### config.mk
export PLATFORM = sky130hd
export DESIGN_NAME = ssd_decode
export DESIGN_NICKNAME = d
export VERILOG_FILES = /design/src/ssd_pkg.sv /design/src/ssd_port_map.sv /design/src/ssd_decode.sv
export SDC_FILE = /design/constraint.sdc
export NUM_CORES = 1
export LEC_CHECK = 0
export ABC_AREA = 1
export ABC_CLOCK_PERIOD_IN_PS = 3700
export BUFFER_PORTS_ARGS = -buffer_cell sky130_fd_sc_hd__buf_2
export CAP_MARGIN = 20
export CORE_AREA = 5 5 124 126
export DETAILED_ROUTE_END_ITERATION = 16
export DIE_AREA = 0 0 129 131
export HOLD_SLACK_MARGIN = 0.05
export PLACE_DENSITY = 0.81
export SLEW_MARGIN = 25
export SYNTH_ARGS = -nofsm -noshare
export SYNTH_HDL_FRONTEND = slang
export SYNTH_SLANG_ARGS = --single-unit
### constraint.sdc
create_clock -name ref_clk_i -period 3.7 [get_ports ref_clk_i]
set_input_delay 0.74 -clock ref_clk_i [delete_from_list [all_inputs] [get_ports ref_clk_i]]
set_output_delay 0.74 -clock ref_clk_i [all_outputs]
set_load 0.005 [all_outputs]
### src/ssd_pkg.sv
package ssd_pkg;

  // Instruction field positions
  localparam int OP_HI      = 62;
  localparam int OP_LO      = 59;
  localparam int REL_BIT    = 58;
  localparam int HINT_BIT   = 63;
  localparam int REGO_HI    = 57;
  localparam int REGO_LO    = 55;
  localparam int RDST_HI    = 54;
  localparam int RDST_LO    = 53;
  localparam int RSRC_HI    = 52;
  localparam int RSRC_LO    = 51;
  localparam int EXT_HI     = 47;
  localparam int EXT_LO     = 44;
  localparam int IMM_HI     = 43;
  localparam int IMM_LO     = 31;
  localparam int IMM_W      = 13;
  localparam int BYTE_SHIFT = 3;

  // Operation codes
  localparam logic [3:0] OPC_EXT      = 4'h0;
  localparam logic [3:0] OPC_LTZ      = 4'h1;
  localparam logic [3:0] OPC_NEZ      = 4'h2;
  localparam logic [3:0] OPC_GEZ      = 4'h3;
  localparam logic [3:0] OPC_CALL     = 4'h4;
  localparam logic [3:0] OPC_JUMP     = 4'h5;
  localparam logic [3:0] OPC_GTZ      = 4'h6;
  localparam logic [3:0] OPC_EQZ      = 4'h7;
  localparam logic [3:0] OPC_LEZ      = 4'hC;
  localparam logic [3:0] OPC_NZ_DEC   = 4'hD;
  localparam logic [3:0] OPC_Z_DEC    = 4'hE;
  localparam logic [3:0] OPC_DEBUG    = 4'hF;

  // Extended operation codes
  localparam logic [3:0] EXT_NOP      = 4'h0;
  localparam logic [3:0] EXT_MOVE     = 4'h1;
  localparam logic [3:0] EXT_RJUMP    = 4'h2;
  localparam logic [3:0] EXT_RCALL    = 4'h3;

  // Port selector codes
  localparam logic [2:0] SEL_NONE     = 3'h0;
  localparam logic [2:0] SEL_PROC     = 3'h1;
  localparam logic [2:0] SEL_WEST     = 3'h2;
  localparam logic [2:0] SEL_SOUTH    = 3'h3;
  localparam logic [2:0] SEL_EAST     = 3'h4;
  localparam logic [2:0] SEL_NORTH    = 3'h5;
  localparam logic [2:0] SEL_XDOM     = 3'h6;
  localparam logic [2:0] SEL_REGFILE  = 3'h7;

  // Widths and reset values
  localparam int          DATA_W      = 32;
  localparam int          PC_W        = 13;
  localparam logic [31:0] DATA_RST    = 32'h0000_0000;

  // Decoded operand port names
  typedef enum logic [3:0] {
    port_none,
    port_proc_out,
    west_in_port,
    south_in_port,
    east_in_port,
    north_in_port,
    cross_domain_in_one,
    second_net_west_in,
    second_net_south_in,
    second_net_east_in,
    second_net_north_in,
    cross_domain_in_two,
    port_regfile
  } ssd_port_t;

endpackage

### src/ssd_port_map.sv
`timescale 1ns/100ps
module ssd_port_map
  import ssd_pkg::*;
#(
  parameter bit SECONDARY = 1'b0
) (
  input  wire logic [2:0]         sel_i,
  output ssd_pkg::ssd_port_t      port_o
);

  // Selector to port name, network ports depend on switch
  always_comb begin
    case (sel_i)
      SEL_NONE:    port_o = port_none;
      SEL_PROC:    port_o = port_proc_out;
      SEL_WEST:    port_o = SECONDARY ? second_net_west_in  : west_in_port;
      SEL_SOUTH:   port_o = SECONDARY ? second_net_south_in : south_in_port;
      SEL_EAST:    port_o = SECONDARY ? second_net_east_in  : east_in_port;
      SEL_NORTH:   port_o = SECONDARY ? second_net_north_in : north_in_port;
      SEL_XDOM:    port_o = SECONDARY ? cross_domain_in_two : cross_domain_in_one;
      SEL_REGFILE: port_o = port_regfile;
      default:     port_o = port_none;
    endcase
  end

endmodule // ssd_port_map

### src/ssd_decode.sv
`timescale 1ns/100ps
module ssd_decode
  import ssd_pkg::*;
(
  input  wire logic                   ref_clk_i,
  input  wire logic                   rst_i,
  input  wire logic                   instr_valid_i,
  input  wire logic [63:0]            instr_i,
  input  wire logic [ssd_pkg::PC_W-1:0]   pc_i,
  input  wire logic [ssd_pkg::DATA_W-1:0] operand_i,
  input  wire logic [2:0]             route_sec_sel_i,
  input  wire logic                   route_reg_used_i,
  input  wire logic [1:0]             route_reg_i,
  input  wire logic                   xd_out_one_valid_i,
  input  wire logic [ssd_pkg::DATA_W-1:0] xd_out_one_i,
  input  wire logic                   xd_out_two_valid_i,
  input  wire logic [ssd_pkg::DATA_W-1:0] xd_out_two_i,
  output ssd_pkg::ssd_port_t          operand_port_o,
  output ssd_pkg::ssd_port_t          route_sec_port_o,
  output logic                        reg_rd_en_o,
  output logic [1:0]                  reg_rd_addr_o,
  output logic                        reg_wr_en_o,
  output logic [1:0]                  reg_wr_addr_o,
  output logic [ssd_pkg::DATA_W-1:0]  reg_wr_data_o,
  output logic                        jump_o,
  output logic [ssd_pkg::PC_W-1:0]    jump_target_o,
  output logic                        debug_o,
  output logic [ssd_pkg::IMM_W-1:0]   debug_immediate_o,
  output logic                        illegal_o,
  output logic                        xd_in_two_valid_o,
  output logic [ssd_pkg::DATA_W-1:0]  xd_in_two_o,
  output logic                        xd_in_one_valid_o,
  output logic [ssd_pkg::DATA_W-1:0]  xd_in_one_o
);

  // Field extraction
  logic [3:0]             op_code;
  logic                   rel_flag;
  logic                   hint_bit;
  logic [2:0]             operand_sel;
  logic [1:0]             rdst;
  logic [1:0]             rsrc;
  logic [3:0]             extended_op_selector;
  logic [IMM_W-1:0]       target_byte_offset;
  logic signed [DATA_W-1:0] opnd_s;
  logic [DATA_W-1:0]      dec_value;
  logic [PC_W-1:0]        return_addr;
  ssd_port_t              opnd_port;
  ssd_port_t              sec_port;

  assign op_code              = instr_i[OP_HI:OP_LO];
  assign rel_flag             = instr_i[REL_BIT];
  assign hint_bit             = instr_i[HINT_BIT];
  assign operand_sel          = instr_i[REGO_HI:REGO_LO];
  assign rdst                 = instr_i[RDST_HI:RDST_LO];
  assign rsrc                 = instr_i[RSRC_HI:RSRC_LO];
  assign extended_op_selector = instr_i[EXT_HI:EXT_LO];
  assign target_byte_offset   = instr_i[IMM_HI:IMM_LO];
  assign opnd_s               = $signed(operand_i);
  assign dec_value            = operand_i - DATA_W'(1);
  assign return_addr          = pc_i + PC_W'(1);

  // Port selector decoders for both switches
  ssd_port_map #(
    .SECONDARY (1'b0)
  ) u_prim_map (
    .sel_i     (operand_sel),
    .port_o    (opnd_port)
  );

  ssd_port_map #(
    .SECONDARY (1'b1)
  ) u_sec_map (
    .sel_i     (route_sec_sel_i),
    .port_o    (sec_port)
  );

  // Next values of the decoded instruction
  ssd_port_t              next_operand_port;
  ssd_port_t              next_route_sec_port;
  logic                   next_reg_rd_en;
  logic [1:0]             next_reg_rd_addr;
  logic                   next_reg_wr_en;
  logic [1:0]             next_reg_wr_addr;
  logic [DATA_W-1:0]      next_reg_wr_data;
  logic                   next_jump;
  logic [PC_W-1:0]        next_jump_target;
  logic                   next_debug;
  logic [IMM_W-1:0]       next_debug_immediate;
  logic                   next_illegal;
  logic                   rd_clash;
  logic                   dec_bad;
  logic                   cond;
  logic                   is_cond;

  always_comb begin
    next_operand_port    = port_none;
    next_route_sec_port  = port_none;
    next_reg_rd_en       = 1'b0;
    next_reg_rd_addr     = 2'h0;
    next_reg_wr_en       = 1'b0;
    next_reg_wr_addr     = rdst;
    next_reg_wr_data     = DATA_RST;
    next_jump            = 1'b0;
    // Relative forms are already absolute once stored
    next_jump_target     = PC_W'(target_byte_offset);
    next_debug           = 1'b0;
    next_debug_immediate = '0;
    next_illegal         = 1'b0;
    is_cond              = 1'b0;
    cond                 = 1'b0;
    rd_clash             = 1'b0;
    dec_bad              = 1'b0;
    if (instr_valid_i) begin
      next_route_sec_port = sec_port;
      // Sign and zero tests on the operand
      case (op_code)
        OPC_LTZ: begin
          is_cond = 1'b1;
          cond    = opnd_s < 0;
        end
        OPC_NEZ: begin
          is_cond = 1'b1;
          cond    = operand_i != '0;
        end
        OPC_GEZ: begin
          is_cond = 1'b1;
          cond    = opnd_s >= 0;
        end
        OPC_GTZ: begin
          is_cond = 1'b1;
          cond    = opnd_s > 0;
        end
        OPC_EQZ: begin
          is_cond = 1'b1;
          cond    = operand_i == '0;
        end
        OPC_LEZ: begin
          is_cond = 1'b1;
          cond    = opnd_s <= 0;
        end
        default: begin
          is_cond = 1'b0;
          cond    = 1'b0;
        end
      endcase
      // Decrementing forms need regfile operand and distinct registers
      dec_bad = (op_code == OPC_Z_DEC || op_code == OPC_NZ_DEC) &&
                (operand_sel != SEL_REGFILE || rsrc == rdst);
      // Single regfile read port: route read must match operand read
      rd_clash = route_reg_used_i && operand_sel == SEL_REGFILE &&
                 route_reg_i != rsrc;
      next_illegal = dec_bad || rd_clash;
      if (!next_illegal) begin
        if (route_reg_used_i) begin
          next_reg_rd_en   = 1'b1;
          next_reg_rd_addr = route_reg_i;
        end
        if (is_cond) begin
          next_operand_port = opnd_port;
          next_jump         = cond;
        end else begin
          case (op_code)
            OPC_Z_DEC, OPC_NZ_DEC: begin
              next_operand_port = port_regfile;
              next_reg_rd_en    = 1'b1;
              next_reg_rd_addr  = rsrc;
              next_reg_wr_en    = 1'b1;
              next_reg_wr_data  = dec_value;
              next_jump         = (op_code == OPC_Z_DEC) ? (operand_i == '0)
                                                         : (operand_i != '0);
            end
            OPC_CALL: begin
              if (hint_bit) begin
                next_jump        = 1'b1;
                next_reg_wr_en   = 1'b1;
                next_reg_wr_data = DATA_W'(return_addr);
              end
            end
            OPC_JUMP: begin
              next_jump = hint_bit;
            end
            OPC_DEBUG: begin
              if (!rel_flag && !hint_bit) begin
                next_debug           = 1'b1;
                next_debug_immediate = target_byte_offset;
              end
            end
            OPC_EXT: begin
              case (extended_op_selector)
                EXT_NOP: begin
                  next_reg_wr_en = 1'b0;
                end
                EXT_MOVE: begin
                  next_operand_port = opnd_port;
                  next_reg_wr_en    = 1'b1;
                  next_reg_wr_data  = operand_i;
                end
                EXT_RJUMP: begin
                  next_operand_port = opnd_port;
                  next_jump         = 1'b1;
                  next_jump_target  = operand_i[PC_W-1:0];
                end
                EXT_RCALL: begin
                  next_operand_port = opnd_port;
                  next_jump         = 1'b1;
                  next_jump_target  = operand_i[PC_W-1:0];
                  next_reg_wr_en    = 1'b1;
                  next_reg_wr_data  = DATA_W'(return_addr);
                end
                default: begin
                  next_reg_wr_en = 1'b0;
                end
              endcase
            end
            default: begin
              next_jump = 1'b0;
            end
          endcase
        end
        if (next_operand_port == port_regfile) begin
          next_reg_rd_en   = 1'b1;
          next_reg_rd_addr = rsrc;
        end
      end
    end
  end

  // Decoded instruction registers
  always_ff @(posedge ref_clk_i) begin
    if (rst_i) begin
      operand_port_o    <= port_none;
      route_sec_port_o  <= port_none;
      reg_rd_en_o       <= 1'b0;
      reg_rd_addr_o     <= 2'h0;
      reg_wr_en_o       <= 1'b0;
      reg_wr_addr_o     <= 2'h0;
      reg_wr_data_o     <= DATA_RST;
      jump_o            <= 1'b0;
      jump_target_o     <= '0;
      debug_o           <= 1'b0;
      debug_immediate_o <= '0;
      illegal_o         <= 1'b0;
    end else begin
      operand_port_o    <= next_operand_port;
      route_sec_port_o  <= next_route_sec_port;
      reg_rd_en_o       <= next_reg_rd_en;
      reg_rd_addr_o     <= next_reg_rd_addr;
      reg_wr_en_o       <= next_reg_wr_en;
      reg_wr_addr_o     <= next_reg_wr_addr;
      reg_wr_data_o     <= next_reg_wr_data;
      jump_o            <= next_jump;
      jump_target_o     <= next_jump_target;
      debug_o           <= next_debug;
      debug_immediate_o <= next_debug_immediate;
      illegal_o         <= next_illegal;
    end
  end

  // Cross-domain words land on the other domain's input
  logic                   next_xd_in_two_valid;
  logic [DATA_W-1:0]      next_xd_in_two;
  logic                   next_xd_in_one_valid;
  logic [DATA_W-1:0]      next_xd_in_one;

  always_comb begin
    next_xd_in_two_valid = xd_out_one_valid_i;
    next_xd_in_two       = xd_out_one_valid_i ? xd_out_one_i : xd_in_two_o;
    next_xd_in_one_valid = xd_out_two_valid_i;
    next_xd_in_one       = xd_out_two_valid_i ? xd_out_two_i : xd_in_one_o;
  end

  always_ff @(posedge ref_clk_i) begin
    if (rst_i) begin
      xd_in_two_valid_o <= 1'b0;
      xd_in_two_o       <= DATA_RST;
      xd_in_one_valid_o <= 1'b0;
      xd_in_one_o       <= DATA_RST;
    end else begin
      xd_in_two_valid_o <= next_xd_in_two_valid;
      xd_in_two_o       <= next_xd_in_two;
      xd_in_one_valid_o <= next_xd_in_one_valid;
      xd_in_one_o       <= next_xd_in_one;
    end
  end

endmodule // ssd_decode

==> results.py, run 1 <==
metrics = {
    "sta": {
        "max_slew_margin_vs_limit_pct": 37.60,
        "hold_ws_ns": 0.4947,
        "maxSlewViolCount": 0,
        "rsz0062_at_grt": "no",
        "period_share_pct": 59.46,
        "setup_viol": 0,
        "fmax_mhz": 454.5,
        "setup-tns-final_ns": 0,
        "fin_skew_ns": 0,
        "final_period_minus_worst_setup_slack_ns": 2.200,
        "worst_slew_pin_slew_ns": 0.9303,
        "hold_viol_final": 0,
    },
    "yosys": {
        "synth_top_area_cell": "sky130_fd_sc_hd__dfxtp_1",
        "ys.warnings.count": 0,
        "synth.cell_area_sq_um": 6510,
        "post_synthesis_share_of_cell_area_spent_on_xor_and_xnor_gates_pct": 1.211,
        "synth_top_family_by_area": "simple AND/OR/NAND/NOR gates",
        "synthesis.area_per_instance_sq_um": 6.781,
        "synth_compound_area_share_pct": 11.32,
        "synth_sequential_area_ratio_pct": 43.36,
        "synthesis.instances": 960,
        "syn_nets": 1149,
        "synth_fa_ha_area_share_pct": 0.9610,
        "synth_simple_gate_area_share_pct": 34.44,
        "synthDominantCellAreaShare_pct": 43.36,
        "count_of_distinct_cell_types_in_the_synthesized_netlist": 36,
        "yosys-mux-area-fraction_pct": 0,
        "yosys-top-cells-area": "sky130_fd_sc_hd__dfxtp_1, sky130_fd_sc_hd__nor2_1, sky130_fd_sc_hd__nand2_1",
        "synth_seq_cells": 141,
    },
    "layout": {
        "final_cell_mix": "sky130_fd_sc_hd__buf_2, sky130_fd_sc_hd__nor2_1, sky130_fd_sc_hd__nand2_1",
        "finalNetCount": 1430,
        "area.growth.synth_to_final_pct": 32.25,
        "n_fill_cell": 1331,
        "post_route_cells_drive_above_1_share_pct": 29.19,
        "finish.utilization_pct": 60.61,
        "final_common_cell": "sky130_fd_sc_hd__buf_2",
    },
    "routing": {
        "wirelength_um": 21810,
        "initialDrtViolationCount": 504,
        "route.detailed.drc": 0,
        "vias": 7154,
        "post_drt_via_cell_ratio": 4.968,
        "drt-pass1-iter-count": 6,
        "final_antenna_net_count": 0,
        "routedWlPerCell_um": 15.14,
    },
    "grt": {
        "gr-usage-all-layers_pct": 25.37,
        "globalRoute.totalOverflow": 0,
        "grt_max_degree": 78,
        "grt_pass1_wl_um": 33580,
        "first_global_vias": 6797,
        "number_of_antenna_violations_at_the_first_check_in_global_routing": 3,
    },
    "place": {
        "buffer_ports.inserted": 290,
        "place.gp.congestion": 0.9223,
        "detailed_placement_hpwl_um": 16830,
    },
    "worst_setup_path": {
        "path_class": "in -> reg",
        "startpoint_type": "primary input",
        "crit_top_cell": "sky130_fd_sc_hd__nor2_1",
        "critPathSlowestCell": "sky130_fd_sc_hd__clkinv_1",
        "worst_path_largest_cell_delay_ns": 0.89,
        "critical_path.max_fanout": 33,
        "cp_data_arrival_time_ns": 2.51,
        "crit_path_end_kind": "flop",
        "timing.critical_path.required_ns": 4.01,
        "cp_cell_sequence": "buf_2 -> clkinv_1 -> nor2_1 -> nor2_1",
    },
    "cts": {
        "cts_made_buffers": 17,
        "clock-root-buffer": "sky130_fd_sc_hd__clkbuf_16",
        "clock_tree.htree_level_count": 4,
        "post_cts.repair.setup_buffers": 0,
        "tritoncts": "done",
        "post_cts_sizing": 0,
        "clock_latency_ns": 0.42,
        "clock_pin_slew_on_the_worst_setup_and_hold_paths_ns": 0.06,
        "ctsHoldBuffers": 0,
        "clock_sinks": 141,
        "clk_path_buf_depth": 2,
    },
    "floorplanning": {
        "num_rows": 44,
        "die_outline_area_sq_um": 16900,
        "die_width_um": 129,
        "number_of_top_level_design_ports": 325,
        "die-height_um": 131,
        "floorplan.initialDensity_pct": 45.83,
        "placeableCoreArea_sq_um": 14200,
    },
    "pwr": {
        "ir_drop_mv": 0.3026,
        "power.density_nw_per_um2": 424.5,
        "p_leak_nw": 4.464,
    },
    "hold_path": {
        "min-delay-path-class": "reg -> reg",
    },
    "outcome": {
        "run_status": "complete, no violations",
    },
    "flow_run": {
        "max_cap_violations": 0,
    },
}
flip-flops by register name (all words and copies together) (netlist names):
name and cells:
illegal_o 1, reg_wr_en_o 1, xd_in_one_o 32, reg_wr_data_o 32, debug_immediate_o 13, reg_rd_en_o 1
debug_o 1, jump_o 1, operand_port_o 4, reg_rd_addr_o 2, xd_in_two_valid_o 1, route_sec_port_o 4
reg_wr_addr_o 2, xd_in_two_o 32, jump_target_o 13, xd_in_one_valid_o 1
through the flow:
step                area [sq um]  worst slack [ns]  power (mW)  instances
floorplan                   6510             1.802       1.866        960
global placement            8064             1.221       2.089       1406
detailed placement          8064             1.138       2.097       1406
CTS                         8605             1.584       3.672       1438
global route                8607             1.267       3.808       1439
finish                      8610             1.500       3.655       1440
per-layer routing:
| layer | routed length, um | GRT usage [%] |
|---|---|---|
| met1 | 8335 | 29.22 |
| met2 | 10680 | 43.29 |
| met3 | 2264 | 9.553 |
| met4 | 514 | 9.018 |
| met5 | 13 | 0 |
power breakdown:
part	leakage (nW)	switching (mW)	internal, mW
logic	3.04	0.274	0.180
clock network	0.263	0.720	0.868
registers	1.16	0.0282	1.59
Yosys cell counts (all sizes together):
| cell | n |
|---|---|
| xor2 | 4 |
| nand3b | 2 |
| o21bai | 2 |
| o22ai | 2 |
| nand2 | 170 |
| a21oi | 31 |
| clkbuf | 17 |
| o21ai | 91 |
| nand4 | 10 |
| dfxtp | 141 |
| ha | 5 |
| inv | 108 |
| a22oi | 2 |
| o211ai | 1 |
| a31oi | 5 |
| nand3 | 64 |
| nor2 | 259 |
| a21boi | 1 |
| xnor2 | 5 |
| clkinv | 1 |
| buf | 15 |
| or2 | 1 |
| nor3 | 23 |
path summary, 6_finish.rpt:
| path | from | to | slack, ns | cells after the start |
|---|---|---|---|---|
| hold reg to reg | xd_in_two_o[17]$_SDFFE_PP0P_ | xd_in_two_o[17]$_SDFFE_PP0P_ | 0.49 | 2 |
| setup reg to reg | xd_in_two_o[29]$_SDFFE_PP0P_ | xd_in_two_o[29]$_SDFFE_PP0P_ | 3.03 | 2 |
| setup / recovery | xd_out_one_valid_i | xd_in_two_o[29]$_SDFFE_PP0P_ | 1.50 | 4 |
| hold / removal | xd_in_two_o[17]$_SDFFE_PP0P_ | xd_in_two_o[17]$_SDFFE_PP0P_ | 0.49 | 2 |
worst max-delay path: cells and delay by family:
family,cells,cell delay [ns]
buffers and inverters,2,1.32
and+or+nand+nor,2,0.42
kinds of logic after synthesis:
| kind of cell | after synthesis |
|---|---|
| flip-flops | 141 |
| buffers and inverters | 141 |
| XOR/XNOR | 9 |
| AND/OR/NAND/NOR | 529 |
| adder cells (fa/ha/maj) | 5 |
| AO/OA/AOI/OAI | 135 |
final cells by class:
type                       instances  area [sq um]  share of cell area, %
multi-input combinational        678          3120                  36.24
sequential                       141          2823                  32.79
timing repair buffer             294          1481                  17.21
clock buffer                      18         429.2                  4.985
inverter                         109         409.1                  4.752
tap                              184         230.2                  2.674
clock inverter                    14         111.4                  1.293
antenna                            2         5.005                0.05813
No activity file was read; power rests on OpenSTA's default activity.
==> run 2, diff against run 1 <==
Settings changed: ABC_CLOCK_PERIOD_IN_PS 3700 to 2100, CORE_AREA 5 5 124 126 to default, CORE_MARGIN from default to 5, CORE_UTILIZATION from default to 46, DIE_AREA 0 0 129 131 to default, PLACE_DENSITY 0.81 to 0.8.
Clock period 3.7 ns to 2.1 ns, I/O delays scaled along.
==> run 2 against run 1 <==
Against the previous run:
- worst hold slack got worse by 0.30 ns
- die area is 1.6% lower
- count of clock-buffer cells in the layout is 3 higher
- critical path depth up 6
- clock skew stayed put
- core utilization up 2.8 points
- combinational power grew 81%
- critical path type unchanged
- sequential share of layout area shrank 0.73 points
- clock power up 82%
- routed wire length down 0.15%
- total power grew 79%
- flip-flop and latch count stayed put
==> results.py, run 2 (synthesis gave the netlist of run 1 again) <==
metrics = {
    "layout": {
        "stdcell_count": 1454,
        "n_fill_cell": 1259,
        "final_common_cell": "sky130_fd_sc_hd__buf_2",
        "biggestRegsByFlops": "reg_wr_data_o x32, xd_in_one_o x32, xd_in_two_o x32",
        "finish.instance_area_sq_um": 8805,
        "area.growth.synth_to_final_pct": 35.25,
        "final_cell_mix": "sky130_fd_sc_hd__buf_2, sky130_fd_sc_hd__nor2_1, sky130_fd_sc_hd__nand2_1",
        "finalNetCount": 1448,
        "post_route_cells_drive_above_1_share_pct": 30.11,
    },
    "cts": {
        "clk_path_buf_depth": 2,
        "post_cts_sizing": 0,
        "post_cts.repair.setup_buffers": 0,
        "clock_latency_ns": 0.42,
        "tritoncts": "done",
        "clock_tree.htree_level_count": 4,
        "ctsHoldBuffers": 0,
        "clock-root-buffer": "sky130_fd_sc_hd__clkbuf_16",
        "clock_pin_slew_on_the_worst_setup_and_hold_paths_ns": 0.06,
        "cts_made_buffers": 17,
        "clock_sinks": 141,
    },
    "pwr": {
        "p_leak_nw": 4.589,
        "p_total_mw": 6.551,
        "ir_drop_mv": 0.5863,
        "power.density_nw_per_um2": 744.0,
    },
    "sta": {
        "period_share_pct": 71.84,
        "max_slew_margin_vs_limit_pct": 55.96,
        "maxSlewViolCount": 0,
        "setup-tns-final_ns": 0,
        "final_period_minus_worst_setup_slack_ns": 1.509,
        "rsz0062_at_grt": "no",
        "fin_skew_ns": 0,
        "setup_viol": 0,
        "hold_ws_ns": 0.1995,
        "fmax_mhz": 662.9,
        "worst_slew_pin_slew_ns": 0.6606,
        "hold_viol_final": 0,
    },
    "worst_setup_path": {
        "timing.critical_path.required_ns": 2.41,
        "startpoint_type": "primary input",
        "cp_data_arrival_time_ns": 1.82,
        "critical_path.max_fanout": 9,
        "crit_path_end_kind": "flop",
        "path_class": "in -> reg",
        "worstRegToRegCells": 2,
    },
    "floorplanning": {
        "placeableCoreArea_sq_um": 13880,
        "die_outline_area_sq_um": 16630,
        "num_rows": 43,
        "floorplan.initialDensity_pct": 46.90,
        "die-height_um": 129.0,
        "die_width_um": 129.0,
        "number_of_top_level_design_ports": 325,
    },
    "routing": {
        "routedWlPerCell_um": 14.98,
        "route.detailed.drc": 0,
        "wirelength_um": 21770,
        "final_antenna_net_count": 0,
        "initialDrtViolationCount": 396,
        "vias": 7135,
        "post_drt_via_cell_ratio": 4.907,
        "drt-pass1-iter-count": 5,
    },
    "grt": {
        "global_route.peak_usage_layer": "met2",
        "globalRoute.totalOverflow": 0,
        "grt_max_degree": 78,
        "groute.layer.met1.usage_pct": 28.77,
        "number_of_antenna_violations_at_the_first_check_in_global_routing": 4,
        "grt_pass1_wl_um": 33590,
        "met3_usage_pct": 10.00,
        "first_global_vias": 6937,
        "groute.layer.met2.usage_pct": 43.72,
        "gr-usage-all-layers_pct": 25.61,
    },
    "place": {
        "buffer_ports.inserted": 290,
        "placed_cells": 1420,
        "place.gp.congestion": 0.9475,
        "detailed_placement_hpwl_um": 16840,
        "post_dp_cell_area_sq_um": 8232,
    },
    "hold_path": {
        "min-delay-path-class": "in -> reg",
        "timing.hold.worst_path_depth": 2,
    },
    "outcome": {
        "run_status": "complete, no violations",
    },
    "flow_run": {
        "max_cap_violations": 0,
    },
}
-- run 2: cell count changes in the layout (fill, tap and decap cells not counted), moves of 2 or more --
cell                       before  now
sky130_fd_sc_hd__buf_4          4   19
sky130_fd_sc_hd__inv_1         99  101
sky130_fd_sc_hd__clkbuf_8       0    2
sky130_fd_sc_hd__clkinv_4       5    3
sky130_fd_sc_hd__clkinv_1       3    1
sky130_fd_sc_hd__buf_12         0    3
-- run 2: area by class of cell --
| type | instances | area [sq um] | area share [%] |
|---|---|---|---|
| Timing Repair Buffer | 312 | 1654 | 18.79 |
| Inverter | 109 | 409.1 | 4.647 |
| Antenna cell | 2 | 5.005 | 0.05684 |
| Clock buffer | 21 | 460.4 | 5.230 |
| Tap cell | 180 | 225.2 | 2.558 |
| Clock inverter | 11 | 107.6 | 1.222 |
| Multi-Input combinational cell | 678 | 3120 | 35.44 |
| Sequential cell | 141 | 2823 | 32.06 |
-- run 2: worst paths after layout --
path / start / end / slack [ns]
max: operand_i[0] / reg_wr_data_o[28]$_SDFF_PP0_ / 0.59
min: route_sec_sel_i[0] / route_sec_port_o[0]$_SDFF_PP0_ / 0.20
max reg2reg: xd_in_one_o[30]$_SDFFE_PP0P_ / xd_in_one_o[30]$_SDFFE_PP0P_ / 1.42
min reg2reg: xd_in_one_o[28]$_SDFFE_PP0P_ / xd_in_one_o[28]$_SDFFE_PP0P_ / 0.50
-- run 2: where the power goes --
| group | internal (mW) | total (mW) | switching [mW] | leakage, nW |
|---|---|---|---|---|
| registers | 2.79 | 2.84 | 0.0467 | 1.16 |
| logic | 0.331 | 0.822 | 0.490 | 3.16 |
| clock network | 1.70 | 2.89 | 1.19 | 0.274 |
-- run 2: worst max-delay path, cell delays in order --
cell                      delay, ns
sky130_fd_sc_hd__buf_2         0.12
sky130_fd_sc_hd__inv_1         0.12
sky130_fd_sc_hd__ha_1          0.23
sky130_fd_sc_hd__nand2_2       0.11
sky130_fd_sc_hd__nor2_4        0.16
sky130_fd_sc_hd__nand2_2       0.13
sky130_fd_sc_hd__nor2_4        0.22
sky130_fd_sc_hd__nand4_1       0.12
sky130_fd_sc_hd__a21oi_1       0.14
sky130_fd_sc_hd__nor2_1        0.05
-- run 2: layer usage --
metal  vias up  wire length (um)
met2       285             10790
met5         -                30
met1      3181              8127
li1       3624                 -
met3        41              2338
met4         4               486
-- run 2: per-stage QoR --
step	setup slack [ns]	utilization (%)
after floorplan	0.5215	-
after global placement	0.1960	59.30
after detailed placement	0.1687	59.30
after CTS	0.6125	63.39
after global routing	0.4529	63.43
final	0.5914	63.43
==> run 3, diff against run 2 <==
Settings changed: ABC_AREA 1 to 0, ABC_CLOCK_PERIOD_IN_PS 2100 to 1510, CORE_UTILIZATION 46 to 45.
Clock period 2.1 ns to 1.51 ns, I/O delays scaled along.
==> run 3 against run 2 <==
Against the previous run:
- flip-flop and latch count is the same
- register-to-register slack lost 0.64 ns
- clock skew is the same
- core utilization grew 10 points
- largest cell class unchanged
- design area grew 11%
- total power grew 43%
- the flow now finishes with violations (negative setup slack)
- highest routed layer unchanged
- final cell count shrank 13%
- critical endpoint is now reg_wr_data_o[29]$_SDFF_PP0_
==> results.py, run 3 <==
metrics = {
    "yosys": {
        "count_of_distinct_cell_types_in_the_synthesized_netlist": 61,
        "synth.cell_area_sq_um": 6058,
        "synthesis.instances": 656,
        "synthesis.area_per_instance_sq_um": 9.235,
        "synth.cells.most_frequent": "sky130_fd_sc_hd__dfxtp_1, sky130_fd_sc_hd__nor2_1, sky130_fd_sc_hd__mux2i_1",
        "ys.warnings.count": 0,
        "synth_enable_flop_cells": 0,
        "dominantRegCellSynth": "sky130_fd_sc_hd__dfxtp_1",
        "yosys-top-cells-area": "sky130_fd_sc_hd__dfxtp_1, sky130_fd_sc_hd__mux2i_1, sky130_fd_sc_hd__nor2_1",
        "synth_top_area_cell": "sky130_fd_sc_hd__dfxtp_1",
        "synth_seq_cells": 141,
        "synthDominantCellAreaShare_pct": 46.59,
        "yosysMostFrequentCell": "sky130_fd_sc_hd__dfxtp_1",
        "syn_nets": 845,
        "synth_sequential_area_ratio_pct": 46.59,
        "ys_async_sr_fraction_pct": 0,
    },
    "sta": {
        "fmax_mhz": 588.3,
        "rsz0062_at_grt": "yes",
        "max_slew_margin_vs_limit_pct": 45.52,
        "final_period_minus_worst_setup_slack_ns": 1.700,
        "hold_viol_final": 0,
        "period_share_pct": 112.6,
        "setup_viol": 15,
        "maxSlewViolCount": 0,
        "worst_slew_pin_slew_ns": 0.8172,
        "worst_slack_ns": -0.1898,
        "fin_skew_ns": 0,
    },
    "layout": {
        "area.growth.synth_to_final_pct": 61.09,
        "biggestRegsByFlops": "reg_wr_data_o x32, xd_in_one_o x32, xd_in_two_o x32",
        "finalNetCount": 1259,
        "seqCellArea_sq_um": 2823,
        "finish.instance_area_sq_um": 9759,
        "post_route_cells_drive_above_1_share_pct": 49.07,
        "multiInputGateArea_sq_um": 3392,
        "final_cell_mix": "sky130_fd_sc_hd__buf_2, sky130_fd_sc_hd__dfxtp_1, sky130_fd_sc_hd__buf_4",
        "final_common_cell": "sky130_fd_sc_hd__buf_2",
        "n_fill_cell": 926,
    },
    "floorplanning": {
        "number_of_top_level_design_ports": 325,
        "die_outline_area_sq_um": 15880,
        "die_width_um": 126.0,
        "floorplan.initialDensity_pct": 45.75,
        "placeableCoreArea_sq_um": 13240,
        "die-height_um": 126.0,
        "num_rows": 42,
    },
    "worst_setup_path": {
        "cp_cell_sequence": "buf_8 -> or4_4 -> nor4_4 -> buf_4 -> nand3_2 -> or3_1 -> a21oi_1",
        "critical_path.max_fanout": 3,
        "startpoint_type": "primary input",
        "worstRegToRegCells": 2,
        "crit_path_end_kind": "flop",
        "timing.critical_path.required_ns": 1.85,
        "critPathSlowestCell": "sky130_fd_sc_hd__or4_4",
        "path_class": "in -> reg",
        "worst_path_largest_cell_delay_ns": 0.56,
        "cp_data_arrival_time_ns": 2.04,
    },
    "outcome": {
        "run_status": "complete, but fails checks",
        "violated_checks": "negative setup slack",
    },
    "pwr": {
        "power.density_nw_per_um2": 958.2,
        "p_leak_nw": 4.710,
        "ir_drop_mv": 0.7741,
    },
    "grt": {
        "groute.layer.met1.usage_pct": 31.09,
        "number_of_antenna_violations_at_the_first_check_in_global_routing": 6,
        "grt_pass1_wl_um": 35220,
        "grt_max_degree": 82,
        "gr-usage-all-layers_pct": 27.91,
        "met3_usage_pct": 7.451,
        "first_global_vias": 6751,
        "groute.layer.met2.usage_pct": 50.20,
        "globalRoute.totalOverflow": 0,
        "global_route.peak_usage_layer": "met2",
    },
    "routing": {
        "vias": 6846,
        "post_drt_via_cell_ratio": 5.429,
        "routedWlPerCell_um": 18.58,
        "route.detailed.drc": 0,
        "initialDrtViolationCount": 498,
        "final_antenna_net_count": 0,
        "drt-pass1-iter-count": 5,
        "wirelength_um": 23420,
    },
    "place": {
        "place.gp.congestion": 0.8855,
        "place_ws_ns": -0.6718,
        "post_dp_cell_area_sq_um": 8860,
        "buffer_ports.inserted": 290,
        "detailed_placement_hpwl_um": 17100,
    },
    "cts": {
        "clk_path_buf_depth": 2,
        "ctsHoldBuffers": 0,
        "clock_sinks": 141,
        "cts_made_buffers": 17,
        "tritoncts": "done",
        "clock_pin_slew_on_the_worst_setup_and_hold_paths_ns": 0.06,
        "clock_tree.htree_level_count": 4,
        "clock-root-buffer": "sky130_fd_sc_hd__clkbuf_16",
        "clock_latency_ns": 0.41,
    },
    "hold_path": {
        "timing.hold.worst_path_depth": 2,
        "min-delay-path-class": "in -> reg",
    },
    "flow_run": {
        "max_cap_violations": 0,
    },
}
==> run 3: cell types whose count changed in the layout (fill, tap and decap cells not counted), moves of 8 or more <==
| cell | previous run | this run |
|---|---|---|
| sky130_fd_sc_hd__a311oi_1 | 0 | 8 |
| sky130_fd_sc_hd__and2_1 | 0 | 13 |
| sky130_fd_sc_hd__buf_4 | 19 | 132 |
| sky130_fd_sc_hd__inv_1 | 101 | 5 |
| sky130_fd_sc_hd__mux2i_1 | 0 | 78 |
| sky130_fd_sc_hd__nand2_1 | 161 | 21 |
| sky130_fd_sc_hd__nand3_1 | 63 | 12 |
| sky130_fd_sc_hd__nor2_1 | 250 | 106 |
| sky130_fd_sc_hd__nor3_1 | 21 | 12 |
| sky130_fd_sc_hd__o21ai_0 | 89 | 17 |
==> run 3: stage by stage <==
step / setup TNS (ns) / cells / power, mW / hold WS (ns) / util [%]
after floorplan: -9.303 / 656 / 4.568 / 0.3966 / -
after global placement: -20.51 / 1215 / 5.249 / 0.4668 / 66.90
after detailed placement: -21.68 / 1215 / 5.291 / 0.4730 / 66.90
after CTS: -0.6674 / 1252 / 9.352 / 0.08832 / 72.46
after global routing: -1.671 / 1261 / 9.706 / 0.08807 / 73.70
final: -0.8410 / 1261 / 9.352 / 0.09990 / 73.70
==> run 3: timing repair <==
action / CTS / global route
pin swaps: 22 / 17
gates resized for setup: 23 / 27
setup endpoints to repair: 20 / 24
buffers inserted: 9 / 4
gates cloned: 0 / 1
==> run 3: worst max-delay path, delay by kind of cell <==
kind	cells	cell delay, ns
simple gates	4	1.28
compound gates	1	0.17
buf+inv	2	0.28
==> run 3: layout make-up <==
type,count,area share [%]
Multi-Input combinational cell,469,34.76
Sequential cell,141,28.92
Timing Repair Buffer,434,27.77
Clock buffer,19,4.641
Tap cell,176,2.256
Clock inverter,10,1.205
Inverter,7,0.3205
Antenna cell,5,0.1282
==> run 3: cell families after synthesis <==
kind of cell	Yosys count	share of synthesized area (%)
simple gates	254	21.42
flops	141	46.59
compound gates	115	12.62
mux	78	12.89
buf+inv	47	3.139
xor+xnor	16	2.313
fa+ha+maj	5	1.033
==> run 3: worst paths after layout <==
kind / slack (ns) / endpoint / startpoint
setup / recovery: -0.19 / reg_wr_data_o[29]$_SDFF_PP0_ / operand_i[1]
hold / removal: 0.1 / route_sec_port_o[0]$_SDFF_PP0_ / route_sec_sel_i[0]
setup reg to reg: 0.78 / xd_in_one_o[5]$_SDFFE_PP0P_ / xd_in_one_o[5]$_SDFFE_PP0P_
hold reg to reg: 0.48 / xd_in_one_o[11]$_SDFFE_PP0P_ / xd_in_one_o[11]$_SDFFE_PP0P_
==> run 3: power breakdown <==
group	total (mW)	leakage [nW]	internal, mW	switching [mW]
Sequential	3.93	1.16	3.87	0.0617
Clock	4.05	0.269	2.49	1.56
Combinational	1.38	3.29	0.684	0.691
==> run 3: routing by layer <==
metal / share of wire (%) / up-vias
met5: 0.034 / -
met4: 3.1 / 2
met3: 9.2 / 62
met2: 51 / 371
met1: 36 / 3226
li1: - / 3185
